===== src/lsc_list_consts.svh =====
// constants for the list-sweep slot configuration block: offsets, limits, reset values, widths
`ifndef LSC_LIST_CONSTS_SVH
`define LSC_LIST_CONSTS_SVH

// register byte offsets on the AHB-Lite slave
`define LSC_OFF_ENABLE 8'h00
`define LSC_OFF_POINTS 8'h04
`define LSC_OFF_SLOTS 8'h08
`define LSC_OFF_SLOT_TIME 8'h0C
`define LSC_OFF_EXCL_OFF 8'h10
`define LSC_OFF_EXCL_LEN 8'h14
`define LSC_OFF_GATE_START 8'h18
`define LSC_OFF_MODE 8'h1C
`define LSC_OFF_COUPLED 8'h20
`define LSC_OFF_READINGS 8'h24
`define LSC_OFF_ERROR 8'h28
`define LSC_OFF_IRQ_STATUS 8'h2C
`define LSC_OFF_IRQ_MASK 8'h30
`define LSC_OFF_FREQ_STEP 8'h34

// field widths
`define LSC_PTS_W 13
`define LSC_SLOTS_W 5
`define LSC_SLOT_W 27
`define LSC_EXCL_W 23
`define LSC_PCT_W 10
`define LSC_FREQ_W 30
`define LSC_READ_W 17

// mode and coupled-feature bit positions
`define LSC_MODE_TRIG_EXT 0
`define LSC_MODE_DET_AVG 1
`define LSC_CPL_TRACE 4
`define LSC_CPL_CCDF_CONT 5
`define LSC_CPL_CCDF_SWEEP 6

// interrupt status bits
`define LSC_IRQ_CLIP 0
`define LSC_IRQ_CONFLICT 1

// error codes, two's complement of -222 and -221
`define LSC_ERR_CLIPPED 32'hFFFF_FF22
`define LSC_ERR_CONFLICT 32'hFFFF_FF23

// numeric limits
`define LSC_POINTS_MIN 32'h0000_0001
`define LSC_POINTS_MAX 32'h0000_1000
`define LSC_SLOTS_MIN 32'h0000_0001
`define LSC_SLOTS_MAX 32'h0000_0010
`define LSC_PCT_MAX 32'h0000_03E8

// times: resolution tick, write unit, limits in their own units
`define LSC_TICK_PS 64'd12500
`define LSC_WR_UNIT_PS 64'd1250
`define LSC_SLOT_MAX_S 64'd1
`define LSC_EXCL_MAX_MS 64'd100
`define LSC_WR_PER_TICK (`LSC_TICK_PS / `LSC_WR_UNIT_PS)
`define LSC_SLOT_MAX_TICKS (`LSC_SLOT_MAX_S * 64'd1000000000000 / `LSC_TICK_PS)
`define LSC_EXCL_MAX_TICKS (`LSC_EXCL_MAX_MS * 64'd1000000000 / `LSC_TICK_PS)
`define LSC_CAPTURE_MAX_TICKS `LSC_SLOT_MAX_TICKS
`define LSC_PCT_WR_PER_STEP 64'd10

// reset values
`define LSC_POINTS_RST 13'h0001
`define LSC_SLOTS_RST 5'h01
`define LSC_SLOT_RST 27'h000_0001
`define LSC_READ_RST 17'h0_0001

// divider walks one quotient bit per cycle
`define LSC_DV_LAST 5'h1D

`endif


===== src/lsc_pkg.sv =====
// types for the list-sweep slot configuration block
`include "lsc_list_consts.svh"

package lsc_pkg;

    typedef enum logic {
        LSC_DV_IDLE = 1'b0,
        LSC_DV_RUN = 1'b1
    } lsc_dv_t;

    typedef struct packed {
        logic [31:0] hrdata;
        logic hready;
        logic hresp;
        logic irq;
        logic dp_write;
        logic [7:0] dp_addr;
        logic list_en;
        logic [`LSC_PTS_W-1:0] points;
        logic [`LSC_SLOTS_W-1:0] slots;
        logic [`LSC_SLOT_W-1:0] slot_ticks;
        logic [`LSC_EXCL_W-1:0] excl_off;
        logic [`LSC_EXCL_W-1:0] excl_len;
        logic [`LSC_PCT_W-1:0] gate_start;
        logic trig_ext;
        logic det_avg;
        logic [3:0] gate_auto;
        logic trace_en;
        logic ccdf_cont;
        logic ccdf_sweep;
        logic [`LSC_READ_W-1:0] readings;
        logic [31:0] err_code;
        logic [1:0] irq_status;
        logic [1:0] irq_mask;
        lsc_dv_t dv_state;
        logic [4:0] dv_cnt;
        logic [`LSC_PTS_W:0] dv_rem;
        logic [`LSC_FREQ_W-1:0] dv_quo;
        logic [`LSC_PTS_W-1:0] dv_den;
        logic [`LSC_FREQ_W-1:0] freq_step;
    } lsc_state_t;

endpackage : lsc_pkg


===== src/lsc_list_config.sv =====
// list-sweep slot configuration: settings, interlocks, error log and reading count behind AHB-Lite
// How it works
// - point count 1..4096, resets to 1
// - frequency step equals span over points minus one
// - out-of-range value clipped, error -222 logged
// - list writes refused while sequence runs, -221
// - list enable cleared on reset, reads 1/0
// - enable write needs external trigger, else -221
// - enabling under normal detector forces couplings off
// - slots per burst 1..16, resets to 1
// - readings returned equal slots times points
// - slot settings refused under average detector
// - slot time times slots over 1 s refused
// - exclusion offset 0..0.1 s, 12.5 ns steps
// - exclusion length 0..0.1 s, 12.5 ns steps
// - slot duration 12.5 ns..1 s, normal detector
// - gate start 0..100.0 percent, 0.1 steps
// - point and slot counts read as integers
//
// The placing of the registers and the AHB-Lite interface to the registers were decided locally.
`timescale 1ns/100ps
`default_nettype none
`include "lsc_list_consts.svh"

module lsc_list_config (
    input wire logic CLK_SYS,
    input wire logic RST,
    input wire logic HSEL,
    input wire logic [31:0] HADDR,
    input wire logic [1:0] HTRANS,
    input wire logic HWRITE,
    input wire logic [2:0] HSIZE,
    input wire logic [31:0] HWDATA,
    input wire logic HREADY,
    output logic [31:0] HRDATA,
    output logic HREADYOUT,
    output logic HRESP,
    input wire logic SEQ_RUNNING,
    input wire logic [`LSC_FREQ_W-1:0] FREQ_START,
    input wire logic [`LSC_FREQ_W-1:0] FREQ_STOP,
    output logic IRQ,
    output logic LIST_ENABLE,
    output logic [`LSC_PTS_W-1:0] SWEEP_POINT_COUNT,
    output logic [`LSC_SLOTS_W-1:0] SLOTS_PER_BURST,
    output logic [`LSC_SLOT_W-1:0] SLOT_DURATION,
    output logic [`LSC_EXCL_W-1:0] EXCLUSION_OFFSET,
    output logic [`LSC_EXCL_W-1:0] EXCLUSION_LENGTH,
    output logic [`LSC_PCT_W-1:0] GATE_START_PERCENT,
    output logic [`LSC_READ_W-1:0] READING_COUNT,
    output logic [`LSC_FREQ_W-1:0] FREQ_STEP,
    output logic [3:0] GATE_AUTO_GATING,
    output logic TRACE_DISPLAY_ENABLE,
    output logic CCDF_CONTINUOUS,
    output logic CCDF_SWEEP_ENABLE
);

    lsc_pkg::lsc_state_t s;
    lsc_pkg::lsc_state_t next_s;

    // clip to [lo, hi]; top bit flags that clipping happened
    function automatic logic [32:0] lsc_clip(input logic [31:0] v, input logic [31:0] lo, input logic [31:0] hi);
        logic [32:0] r;
        r = {1'b0, v};
        if (v < lo) begin
            r = {1'b1, lo};
        end else if (v > hi) begin
            r = {1'b1, hi};
        end
        return r;
    endfunction : lsc_clip

    // value over the step, rounded to the nearest whole step; 33 bits so a huge write cannot wrap
    function automatic logic [31:0] lsc_round(input logic [31:0] v, input logic [32:0] step);
        logic [32:0] t;
        t = ({1'b0, v} + (step >> 1)) / step;
        return t[31:0];
    endfunction : lsc_round

    // next-state logic: bus phases, setting writes, interlocks, divider, read mux
    always_comb begin
        logic addr_take;
        logic is_list;
        logic conflict;
        logic clipped;
        logic [31:0] wv;
        logic [32:0] c;
        logic [31:0] prod;
        logic [`LSC_FREQ_W-1:0] span;
        logic [`LSC_PTS_W:0] rem_sh;
        logic [`LSC_FREQ_W-1:0] q_next;
        logic [31:0] rd;
        addr_take = 1'b0;
        is_list = 1'b0;
        conflict = 1'b0;
        clipped = 1'b0;
        wv = HWDATA;
        c = 33'h0_0000_0000;
        prod = 32'h0000_0000;
        span = '0;
        rem_sh = '0;
        q_next = '0;
        rd = 32'h0000_0000;
        next_s = s;

        // zero-wait slave: every transfer completes with OKAY
        next_s.hready = 1'b1;
        next_s.hresp = 1'b0;
        addr_take = HSEL & HTRANS[1] & HREADY;
        next_s.dp_write = addr_take & HWRITE;
        next_s.dp_addr = HADDR[7:0];

        // data phase of a write
        is_list = (s.dp_addr == `LSC_OFF_ENABLE) || (s.dp_addr == `LSC_OFF_POINTS) ||
            (s.dp_addr == `LSC_OFF_SLOTS) || (s.dp_addr == `LSC_OFF_SLOT_TIME) ||
            (s.dp_addr == `LSC_OFF_EXCL_OFF) || (s.dp_addr == `LSC_OFF_EXCL_LEN) ||
            (s.dp_addr == `LSC_OFF_GATE_START);
        if (s.dp_write) begin
            if (s.dp_addr == `LSC_OFF_MODE) begin
                next_s.trig_ext = wv[`LSC_MODE_TRIG_EXT];
                next_s.det_avg = wv[`LSC_MODE_DET_AVG];
            end else if (s.dp_addr == `LSC_OFF_COUPLED) begin
                next_s.gate_auto = wv[3:0];
                next_s.trace_en = wv[`LSC_CPL_TRACE];
                next_s.ccdf_cont = wv[`LSC_CPL_CCDF_CONT];
                next_s.ccdf_sweep = wv[`LSC_CPL_CCDF_SWEEP];
            end else if (s.dp_addr == `LSC_OFF_IRQ_MASK) begin
                next_s.irq_mask = wv[1:0];
            end else if (is_list && SEQ_RUNNING) begin
                conflict = 1'b1;
            end else if (s.dp_addr == `LSC_OFF_ENABLE) begin
                if (!s.trig_ext) begin
                    conflict = 1'b1;
                end else begin
                    next_s.list_en = wv[0];
                    // couplings that cannot coexist with a list sweep
                    if (wv[0] && !s.det_avg) begin
                        next_s.gate_auto = 4'h0;
                        next_s.trace_en = 1'b0;
                        next_s.ccdf_cont = 1'b0;
                        next_s.ccdf_sweep = 1'b0;
                    end
                end
            end else if (s.dp_addr == `LSC_OFF_POINTS) begin
                c = lsc_clip(wv, `LSC_POINTS_MIN, `LSC_POINTS_MAX);
                next_s.points = c[`LSC_PTS_W-1:0];
                clipped = c[32];
            end else if (is_list && s.det_avg) begin
                conflict = 1'b1;
            end else if (s.dp_addr == `LSC_OFF_SLOTS) begin
                c = lsc_clip(wv, `LSC_SLOTS_MIN, `LSC_SLOTS_MAX);
                prod = 32'(s.slot_ticks) * c[31:0];
                if (prod > 32'(`LSC_CAPTURE_MAX_TICKS)) begin
                    conflict = 1'b1;
                end else begin
                    next_s.slots = c[`LSC_SLOTS_W-1:0];
                    clipped = c[32];
                end
            end else if (s.dp_addr == `LSC_OFF_SLOT_TIME) begin
                // written in 1.25 ns units, held in 12.5 ns ticks
                c = lsc_clip(lsc_round(wv, 33'(`LSC_WR_PER_TICK)), 32'h0000_0001,
                    32'(`LSC_SLOT_MAX_TICKS));
                prod = c[31:0] * 32'(s.slots);
                if (prod > 32'(`LSC_CAPTURE_MAX_TICKS)) begin
                    conflict = 1'b1;
                end else begin
                    next_s.slot_ticks = c[`LSC_SLOT_W-1:0];
                    clipped = c[32];
                end
            end else if (s.dp_addr == `LSC_OFF_EXCL_OFF) begin
                c = lsc_clip(lsc_round(wv, 33'(`LSC_WR_PER_TICK)), 32'h0000_0000,
                    32'(`LSC_EXCL_MAX_TICKS));
                next_s.excl_off = c[`LSC_EXCL_W-1:0];
                clipped = c[32];
            end else if (s.dp_addr == `LSC_OFF_EXCL_LEN) begin
                c = lsc_clip(lsc_round(wv, 33'(`LSC_WR_PER_TICK)), 32'h0000_0000,
                    32'(`LSC_EXCL_MAX_TICKS));
                next_s.excl_len = c[`LSC_EXCL_W-1:0];
                clipped = c[32];
            end else if (s.dp_addr == `LSC_OFF_GATE_START) begin
                // written in 0.01 percent, held in 0.1 percent
                c = lsc_clip(lsc_round(wv, 33'(`LSC_PCT_WR_PER_STEP)), 32'h0000_0000,
                    `LSC_PCT_MAX);
                next_s.gate_start = c[`LSC_PCT_W-1:0];
                clipped = c[32];
            end
        end

        // error log keeps the latest code; conflict outranks clipping
        if (conflict) begin
            next_s.err_code = `LSC_ERR_CONFLICT;
        end else if (clipped) begin
            next_s.err_code = `LSC_ERR_CLIPPED;
        end

        // readings every fetch returns, kept in step with the settings
        next_s.readings = `LSC_READ_W'(next_s.points) * `LSC_READ_W'(next_s.slots);

        // step = |stop - start| / (points - 1), one quotient bit per cycle
        span = (FREQ_STOP >= FREQ_START) ? (FREQ_STOP - FREQ_START) : (FREQ_START - FREQ_STOP);
        case (s.dv_state)
            lsc_pkg::LSC_DV_IDLE: begin
                next_s.dv_quo = span;
                next_s.dv_den = s.points - `LSC_PTS_W'(1);
                next_s.dv_rem = '0;
                next_s.dv_cnt = 5'h00;
                if ((span == '0) || (s.points == `LSC_POINTS_RST)) begin
                    next_s.freq_step = '0;
                end else begin
                    next_s.dv_state = lsc_pkg::LSC_DV_RUN;
                end
            end
            lsc_pkg::LSC_DV_RUN: begin
                rem_sh = {s.dv_rem[`LSC_PTS_W-1:0], s.dv_quo[`LSC_FREQ_W-1]};
                if (rem_sh >= {1'b0, s.dv_den}) begin
                    next_s.dv_rem = rem_sh - {1'b0, s.dv_den};
                    q_next = {s.dv_quo[`LSC_FREQ_W-2:0], 1'b1};
                end else begin
                    next_s.dv_rem = rem_sh;
                    q_next = {s.dv_quo[`LSC_FREQ_W-2:0], 1'b0};
                end
                next_s.dv_quo = q_next;
                next_s.dv_cnt = s.dv_cnt + 5'h01;
                if (s.dv_cnt == `LSC_DV_LAST) begin
                    next_s.freq_step = q_next;
                    next_s.dv_state = lsc_pkg::LSC_DV_IDLE;
                end
            end
            default: begin
                next_s.dv_state = lsc_pkg::LSC_DV_IDLE;
            end
        endcase

        // events go in before any read so a read reports them
        if (conflict) begin
            next_s.irq_status[`LSC_IRQ_CONFLICT] = 1'b1;
        end
        if (clipped) begin
            next_s.irq_status[`LSC_IRQ_CLIP] = 1'b1;
        end

        // read mux from the updated copy, so a write just before is seen
        if (HADDR[7:0] == `LSC_OFF_ENABLE) begin
            rd = {31'h0, next_s.list_en};
        end else if (HADDR[7:0] == `LSC_OFF_POINTS) begin
            rd = 32'(next_s.points);
        end else if (HADDR[7:0] == `LSC_OFF_SLOTS) begin
            rd = 32'(next_s.slots);
        end else if (HADDR[7:0] == `LSC_OFF_SLOT_TIME) begin
            rd = 32'(next_s.slot_ticks);
        end else if (HADDR[7:0] == `LSC_OFF_EXCL_OFF) begin
            rd = 32'(next_s.excl_off);
        end else if (HADDR[7:0] == `LSC_OFF_EXCL_LEN) begin
            rd = 32'(next_s.excl_len);
        end else if (HADDR[7:0] == `LSC_OFF_GATE_START) begin
            rd = 32'(next_s.gate_start);
        end else if (HADDR[7:0] == `LSC_OFF_MODE) begin
            rd = {30'h0, next_s.det_avg, next_s.trig_ext};
        end else if (HADDR[7:0] == `LSC_OFF_COUPLED) begin
            rd = {25'h0, next_s.ccdf_sweep, next_s.ccdf_cont, next_s.trace_en, next_s.gate_auto};
        end else if (HADDR[7:0] == `LSC_OFF_READINGS) begin
            rd = 32'(next_s.readings);
        end else if (HADDR[7:0] == `LSC_OFF_ERROR) begin
            rd = next_s.err_code;
        end else if (HADDR[7:0] == `LSC_OFF_IRQ_STATUS) begin
            rd = {30'h0, next_s.irq_status};
        end else if (HADDR[7:0] == `LSC_OFF_IRQ_MASK) begin
            rd = {30'h0, next_s.irq_mask};
        end else if (HADDR[7:0] == `LSC_OFF_FREQ_STEP) begin
            rd = 32'(next_s.freq_step);
        end
        if (addr_take && !HWRITE) begin
            next_s.hrdata = rd;
            // reading the status or the error log empties it
            if (HADDR[7:0] == `LSC_OFF_IRQ_STATUS) begin
                next_s.irq_status = 2'h0;
            end
            if (HADDR[7:0] == `LSC_OFF_ERROR) begin
                next_s.err_code = 32'h0000_0000;
            end
        end
        next_s.irq = |(next_s.irq_status & next_s.irq_mask);
    end

    // single state register
    always_ff @(posedge CLK_SYS or posedge RST) begin
        if (RST) begin
            s <= '0;
            s.hready <= 1'b1;
            s.points <= `LSC_POINTS_RST;
            s.slots <= `LSC_SLOTS_RST;
            s.slot_ticks <= `LSC_SLOT_RST;
            s.readings <= `LSC_READ_RST; // one point times one slot, so the count is right from the first edge
        end else begin
            s <= next_s;
        end
    end

    // outputs straight from the state flops
    assign HRDATA = s.hrdata;
    assign HREADYOUT = s.hready;
    assign HRESP = s.hresp;
    assign IRQ = s.irq;
    assign LIST_ENABLE = s.list_en;
    assign SWEEP_POINT_COUNT = s.points;
    assign SLOTS_PER_BURST = s.slots;
    assign SLOT_DURATION = s.slot_ticks;
    assign EXCLUSION_OFFSET = s.excl_off;
    assign EXCLUSION_LENGTH = s.excl_len;
    assign GATE_START_PERCENT = s.gate_start;
    assign READING_COUNT = s.readings;
    assign FREQ_STEP = s.freq_step;
    assign GATE_AUTO_GATING = s.gate_auto;
    assign TRACE_DISPLAY_ENABLE = s.trace_en;
    assign CCDF_CONTINUOUS = s.ccdf_cont;
    assign CCDF_SWEEP_ENABLE = s.ccdf_sweep;

    // checks on settings, interlocks and error codes
    points_range_a: assert property (@(posedge CLK_SYS) disable iff (RST)
        (s.points >= 13'h0001) && (s.points <= 13'h1000))
        else $error("point count out of range");

    clip_points_a: assert property (@(posedge CLK_SYS) disable iff (RST)
        (s.dp_write && s.dp_addr == `LSC_OFF_POINTS && !SEQ_RUNNING && HWDATA == 32'h0)
        |=> (s.points == 13'h0001) && (s.err_code == `LSC_ERR_CLIPPED))
        else $error("zero point count not clipped to one");

    running_refuse_a: assert property (@(posedge CLK_SYS) disable iff (RST)
        (s.dp_write && s.dp_addr == `LSC_OFF_POINTS && SEQ_RUNNING)
        |=> (s.points == $past(s.points)) && (s.err_code == `LSC_ERR_CONFLICT))
        else $error("write accepted while sequence running");

    trigger_refuse_a: assert property (@(posedge CLK_SYS) disable iff (RST)
        (s.dp_write && s.dp_addr == `LSC_OFF_ENABLE && !s.trig_ext)
        |=> $stable(s.list_en) && (s.err_code == `LSC_ERR_CONFLICT))
        else $error("enable taken without external trigger");

    couple_off_a: assert property (@(posedge CLK_SYS) disable iff (RST)
        ($rose(s.list_en) && !$past(s.det_avg))
        |-> (s.gate_auto == 4'h0) && !s.trace_en && !s.ccdf_cont && !s.ccdf_sweep)
        else $error("couplings left on after enable");

    slots_range_a: assert property (@(posedge CLK_SYS) disable iff (RST)
        (s.slots >= 5'h01) && (s.slots <= 5'h10))
        else $error("slot count out of range");

    reading_count_a: assert property (@(posedge CLK_SYS) disable iff (RST)
        s.readings == `LSC_READ_W'(s.points) * `LSC_READ_W'(s.slots))
        else $error("reading count mismatch");

    average_refuse_a: assert property (@(posedge CLK_SYS) disable iff (RST)
        (s.dp_write && s.dp_addr == `LSC_OFF_GATE_START && s.det_avg && !SEQ_RUNNING)
        |=> $stable(s.gate_start) ##0 (s.err_code == `LSC_ERR_CONFLICT))
        else $error("gate start written under average detector");

    capture_limit_a: assert property (@(posedge CLK_SYS) disable iff (RST)
        (32'(s.slot_ticks) * 32'(s.slots)) <= 32'h04C4_B400)
        else $error("capture buffer exceeds one second");

    excl_range_a: assert property (@(posedge CLK_SYS) disable iff (RST)
        (s.excl_off <= 23'h7A_1200) && (s.excl_len <= 23'h7A_1200))
        else $error("exclusion window out of range");

    slot_time_a: assert property (@(posedge CLK_SYS) disable iff (RST)
        s.slot_ticks != '0)
        else $error("slot duration below one tick");

    gate_pct_a: assert property (@(posedge CLK_SYS) disable iff (RST)
        s.gate_start <= 10'h3E8)
        else $error("gate start above full slot");

endmodule : lsc_list_config

`default_nettype wire


===== config.mk =====
export PLATFORM = sky130hd
export DESIGN_NAME = lsc_list_config
export DESIGN_NICKNAME = d
export VERILOG_FILES = /design/src/lsc_pkg.sv /design/src/lsc_list_config.sv
export VERILOG_INCLUDE_DIRS = /design/src
export SDC_FILE = /design/constraint.sdc
export NUM_CORES = 2
export LEC_CHECK = 0
export ABC_CLOCK_PERIOD_IN_PS = 16700
export BUFFER_PORTS_ARGS = -buffer_cell sky130_fd_sc_hd__buf_4
export CAP_MARGIN = 40
export CORE_ASPECT_RATIO = 1.1
export CORE_MARGIN = 2
export CORE_UTILIZATION = 58
export CTS_CLUSTER_DIAMETER = 40
export DETAILED_ROUTE_END_ITERATION = 10
export PLACE_DENSITY = 0.81
export SLEW_MARGIN = 10
export SYNTH_ARGS = -nofsm -noshare
export SYNTH_HDL_FRONTEND = slang
export SYNTH_SLANG_ARGS = --single-unit

===== constraint.sdc =====
create_clock -name CLK_SYS -period 16.7 [get_ports CLK_SYS]
set_input_delay 2.505 -clock CLK_SYS [delete_from_list [all_inputs] [get_ports CLK_SYS]]
set_output_delay 2.505 -clock CLK_SYS [all_outputs]
set_load 0.01 [all_outputs]

[After elaboration in Yosys (flattened, before gate mapping)]
Cells that the tools add are included.
Word-level totals
  register bits: 298
  input port bits: 135
  output and inout port bits: 191
  word-level logic and storage cells: 216
Cells by class
  add/sub/neg operators: 6
  multipliers: 3
  div/mod/pow operators: 1
  $lt $le $gt $ge: 12
  eq/ne operators: 24
  muxes and demuxes: 121
  bitwise gates (word level): 5
  reduce and logical (&&, ||, !) cells: 17
Operators by type and width (number)
  2-to-1 mux 33 bit: 30
  2-to-1 mux 32 bit: 14
  2-to-1 mux 102 bit: 4
  2-to-1 mux 30 bit: 6
  2-to-1 mux 88 bit: 2
  2-to-1 mux 111 bit: 1
  2-to-1 mux 101 bit: 1
  one-hot mux 50 bit (2 select lines): 1
  > comparator 32 x 27 -> 1 bit, second input constant: 3
  < comparator 32 x 1 -> 1 bit, second input constant: 3
  2-to-1 mux 83 bit: 1
  == test 8 x 5 -> 1 bit, second input constant: 8
  == test 8 x 6 -> 1 bit, second input constant: 8
  one-hot mux 30 bit (2 select lines): 1
  subtractor 30 bit: 2
  2-to-1 mux 56 bit: 1
  2-to-1 mux 27 bit: 2
  2-to-1 mux 7 bit: 7
  2-to-1 mux 23 bit: 2
  2-to-1 mux 1 bit: 35
  2-to-1 mux 34 bit: 1
  adder 32 x 3 -> 33 bit, second input constant: 1
  divider 33 x 4 -> 33 bit, second input constant: 1
  == test 8 x 4 -> 1 bit, second input constant: 4
  other kinds (29): 50

[Logic depth before layout (Yosys ltp)]
  word-level depth: 42
  mapped depth: 102

[Least setup slack after synthesis]
Ideal clock, no wire load.
  path type: input-to-reg
  start point: in HWDATA[8]
  end point: reg s, in the netlist HRDATA[1]
  library setup time: 132 ps
  arrival: 21296 ps
  data required time: 16568 ps
  slack: -4728 ps
  stages on the path: 96
  cell sequence: buf_2 nand4_2 or4_1 buf_4 nor3_2 xnor2_1 clkbuf_1 a31oi_1 o221ai_1 o21a_1 buf_2 nand2_1 a221oi_2 o2111a_2 nor2_4 buf_4 xnor2_1 a211oi_1 (+60 left out) o21a_1 o21a_1 nor2_1 nor2_1 o21ai_0 nand2b_1 a21oi_1 xor2_1 nand4_1 nor2_1 or3_1 o221ai_2 or4_4 buf_6 mux2_4 o211ai_2 nand2_1 or3b_1
RTL lines
  from (decl): line lsc_list_config.sv:33  | input wire logic [31:0] HWDATA,
  to (signal assigned): line lsc_list_config.sv:294  | s <= next_s;
  to (decl): line lsc_list_config.sv:57  | lsc_pkg::lsc_state_t s;

[Worst setup path after layout]
  start point: in HWDATA[5]
  end point: reg s, in the netlist HRDATA[15]
On the way
  cells in the longest elaborated chain, start to end: 41
  elaborated cells between the ends (all ways): 102
RTL lines
  adder 32 x 3 -> 33 bit: line lsc_list_config.sv:75  | t = ({1'b0, v} + (step >> 1)) / step;
  divider 33 x 4 -> 33 bit: line lsc_list_config.sv:75
  > comparator 32 x 27 -> 1 bit: line lsc_list_config.sv:66  | end else if (v > hi) begin
  2-to-1 mux 33 bit: line lsc_list_config.sv:66
  2-to-1 mux 33 bit: line lsc_list_config.sv:64  | if (v < lo) begin
  2-to-1 mux 33 bit: line lsc_list_config.sv:158  | end else if (s.dp_addr == `LSC_OFF_SLOT_TIME) begin
  2-to-1 mux 33 bit: line lsc_list_config.sv:149  | end else if (s.dp_addr == `LSC_OFF_SLOTS) begin
  2-to-1 mux 33 bit: line lsc_list_config.sv:147  | end else if (is_list && s.det_avg) begin
  (+25 left out)
  2-to-1 mux 32 bit: line lsc_list_config.sv:256  | end else if (HADDR[7:0] == `LSC_OFF_MODE) begin
  2-to-1 mux 32 bit: line lsc_list_config.sv:254  | end else if (HADDR[7:0] == `LSC_OFF_GATE_START) begin
  2-to-1 mux 32 bit: line lsc_list_config.sv:252  | end else if (HADDR[7:0] == `LSC_OFF_EXCL_LEN) begin
  2-to-1 mux 32 bit: line lsc_list_config.sv:250  | end else if (HADDR[7:0] == `LSC_OFF_EXCL_OFF) begin
  2-to-1 mux 32 bit *: line lsc_list_config.sv:248  | end else if (HADDR[7:0] == `LSC_OFF_SLOT_TIME) begin
  2-to-1 mux 32 bit *: line lsc_list_config.sv:246  | end else if (HADDR[7:0] == `LSC_OFF_SLOTS) begin
  2-to-1 mux 32 bit *: line lsc_list_config.sv:244  | end else if (HADDR[7:0] == `LSC_OFF_POINTS) begin
  2-to-1 mux 32 bit *: line lsc_list_config.sv:242  | if (HADDR[7:0] == `LSC_OFF_ENABLE) begin
Mark *: on every way between the ends. The rest lies on a longest branch, timed or not. The select of a mux whose other input is x is not followed.
A chain may end at the register's enable or synchronous reset.

==> impl_metrics.csv <==
group,metric,value,unit
run_status,status,"finished with violations",
run_status,violations,"negative setup slack",
cells_and_area,fin_util,75.2,%
timing,setup_viol,98,
critical_path,cpPeakStageDelay,0.60,ns
power,combPwrFrac,81.2,%
timing,min_period_over_period,127,%
critical_path,critPathTopFamily,"compound AO/OA/AOI/OAI gates",
critical_path,end_kind,"flip-flop",
route,drt_iter0_markers,4091,
power,ir_drop,0.681,mV
critical_path,cp.required,17.18,ns
flow_run,maxCapViolCount,0,
route,route.vias.total,42300,
timing,drv_slew,0,
clocking,clock_path_buffers,3,
floorplanning,die_w,266,um
clocking,clockRootBuffer,"clkbuf_16",
route,drc,0,
clocking,cts.sinks,298,
critical_path,path_common_cell,"buf_4",
logic_synthesis,synth-edff-count,0,
cells_and_area,drive_above_1_share,26.8,%
floorplanning,die_h,292,um
logic_synthesis,synth.most_common_cell,"inv_1",
floorplanning,pin_count,326,
grt,antenna_found_initial,11,
clocking,htree_levels,2,
critical_path,path_buf_inv,18,
critical_path,cp_max_fo,11,
power,p_leak,0.0290,uW
timing,fmax,0.0471,GHz
logic_synthesis,yosys-top-cells-count,"inv_1, fa_1, nand2_1",
clocking,cts_tree,"done",
logic_synthesis,ys_top_cells_by_area,"fa_1, dfrtp_1, ha_1, inv_1, nand2_1",
floorplanning,num_rows,105,
power,swShare,48.5,%
route,viasPerCell,5.88,
placement,post-place-ws,-5.16,ns
critical_path,cp.arrival,21.72,ns
logic_synthesis,synth_flop_cell,"dfrtp_1",
critical_path,worstSetupPathType,"in -> reg",
logic_synthesis,synthCells,5030,
cells_and_area,syn_to_final_growth,28.1,%
cells_and_area,regArea,7470,um^2
placement,portBuffers,295,
power,fin_total_pwr,9780,uW
grt,grt_usage,40.0,%
timing,max_slew_margin,31.5,%
logic_synthesis,ys_types,136,
logic_synthesis,yosysTopAreaCell,"fa_1",
placement,dpl.hpwl,123000,um
timing,worst_hold_slack,0.484,ns
power,pwr-share-clk,9.7,%
grt,top_usage_layer,"met2",
worst_hold_path,hold_path_class,"reg -> reg",
cells_and_area,num-nets-final,7096,
power,power.switching,4740,uW
power,internal_power,5040,uW
timing,rsz0062_at_grt,"yes",
logic_synthesis,syn_area,43900,um^2
floorplanning,fp.coreArea,74800,um^2
cells_and_area,multi_input_area,34300,um^2
timing,worst_slew_pin_slew,1.03,ns
cells_and_area,instances_no_fill,7197,
floorplanning,start_util,58.7,%
logic_synthesis,async_flop_share,100,%
timing,fin_crit,21.24,ns
route,wl_per_cell,22.0,um
route,wl,159000,um
clocking,cts_made_buffers,39,
grt,grt_pass1_wl,241000,um
logic_synthesis,syn_area_per_cell,8.72,um^2
grt,grt_pass1_vias,43900,
grt,grt_max_degree,166,
placement,place_congestion,1.00,
critical_path,start_kind,"input pin",
timing,finClkSkew,0.0252,ns
placement,place_inst,6994,
clocking,insertion_delay,0.55,ns
floorplanning,dieArea,77900,um^2
grt,use_met3,9.03,%
timing,hold_violations,0,
route,ant_nets,0,
timing,worst_slack,-4.54,ns
logic_synthesis,synth-seq-area-share,17.0,%
power,pwr-share-seq,9.1,%
grt,gr-total-overflow,0,
route,firstDrtPassIters,7,
clocking,path_clk_slew,0.07,ns
logic_synthesis,synth_top_cell_area_share,23.8,%
grt,use_met2,66.1,%
grt,use_met1,49.0,%
power,pwr_density_cell,174,nW/um^2
logic_synthesis,yosys_warnings,0,
logic_synthesis,synth_seq_cells,298,
critical_path,critPathSlowestCell,"or4_4",
cells_and_area,fillers,5189,
-- final timing paths --
path | startpoint | cells past startpoint | end | slack, ns
min reg2reg | s[127]$_DFF_PP0_ | 2 | s[127]$_DFF_PP0_ | 0.48
max reg2reg | SLOT_DURATION[1]$_DFF_PP0_ | 67 | HRDATA[15]$_DFFE_PP0P_ | 2.15
max in group asynchronous | RST | 4 | GATE_START_PERCENT[3]$_DFF_PP0_ | 13.05
max | HWDATA[5] | 95 | HRDATA[15]$_DFFE_PP0P_ | -4.54
min | s[127]$_DFF_PP0_ | 2 | s[127]$_DFF_PP0_ | 0.48
min in group asynchronous | RST | 2 | s[68]$_DFF_PP0_ | 1.99
-- timing repair --
| item | in CTS | in global routing |
|---|---|---|
| hold buffers | 0 | 0 |
| cloned | 6 | 0 |
| endpoints found under the setup margin | 99 | 102 |
| resized for setup | 212 | 121 |
| buffers inserted | 101 | 29 |
| pin swaps | 98 | 70 |
-- sequential cells by signal, summed over array words and instances (netlist names), 10 cells and up --
signal              cells
EXCLUSION_LENGTH       23
EXCLUSION_OFFSET       23
FREQ_STEP              30
GATE_START_PERCENT     10
HRDATA                 32
READING_COUNT          17
SLOT_DURATION          27
SWEEP_POINT_COUNT      13
s                     109
-- layer usage --
layer / vias to the layer above / share of wire (%) / wire [um]
met4: 10 / 6.4 / 10200
met1: 20900 / 37 / 58200
met5: - / 0.046 / 73
li1: 18600 / - / -
met3: 604 / 9.8 / 15500
met2: 2229 / 47 / 74700
-- worst register-to-register path: cells and delay by family, from the launching register on --
family,cells,cell delay (ns)
and+or+nand+nor,7,0.90
muxes,1,0.34
DFF,1,0.63
buffers and inverters,7,0.58
xor gates and xnor gates,1,0.15
adders and majority gates,12,4.68
AOI/OAI and AO/OA,39,7.15
-- kinds of logic (layout without fill, tap and decap cells) --
logic type	Yosys count	in the layout	synth area share [%]
flip-flops	298	298	17.0
AO/OA/AOI/OAI	1098	1098	17.4
AND/OR/NAND/NOR	1383	1385	15.5
XOR/XNOR	201	202	4.05
multiplexers	120	120	2.99
buffers and inverters	1160	1995	12.2
adder cells (fa/ha/maj)	768	768	30.8
other	2	368	0.0171
-- metrics by stage --
| stage | TNS [ns] | area [um^2] |
|---|---|---|
| 4_1_cts | -348.10 | 55500 |
| 3_5_place_dp | -459.24 | 52200 |
| 2_1_floorplan | -321.09 | 45700 |
| 6_report | -401.23 | 56200 |
| 3_3_place_gp | -436.70 | 52100 |
| 5_1_grt | -457.36 | 56200 |
-- cell type report --
type / count / area share, %
multi-input cells: 3935 / 60.9
inverters: 772 / 5.17
clock buffers: 47 / 1.88
well taps: 963 / 2.14
flip-flops and latches: 298 / 13.3
clock inverters: 24 / 0.677
diodes: 6 / 0.0267
repair buffers: 1152 / 15.9
-- cells in the final DEF, fill, tap and decap left out, types with 19 or more instances in the layout --
cell,count
nor2_1,290
a211oi_1,20
o211ai_1,43
mux2_4,22
a21oi_1,204
fa_1,521
nand4_1,47
nor2b_1,53
xor2_1,60
and2_1,150
nor4_1,32
and3_1,28
nand2b_1,28
buf_4,1106
mux2i_1,32
mux2_2,59
a21o_1,78
o31ai_1,28
nand3_1,67
a22oi_1,24
dfrtp_1,293
a22o_1,53
ha_1,235
inv_1,766
nor3_1,73
o21a_1,19
o21ai_1,24
buf_6,27
o21ai_0,172
xnor2_1,131
a31oi_1,32
o21bai_1,51
conb_1,362
clkbuf_16,41
a21oi_2,43
nand2_1,431
o21ai_2,22
-- power groups by stage --
stage                     clock (uW)  combinational, uW  sequential, uW
final                            951               7940             891
after global routing             977               8590             896
after CTS                        946               7580             886
after detailed placement           0               7220             892
after global placement             0               6810             888
after floorplan                    0               4710             860
(Power assumes the default switching activity.)
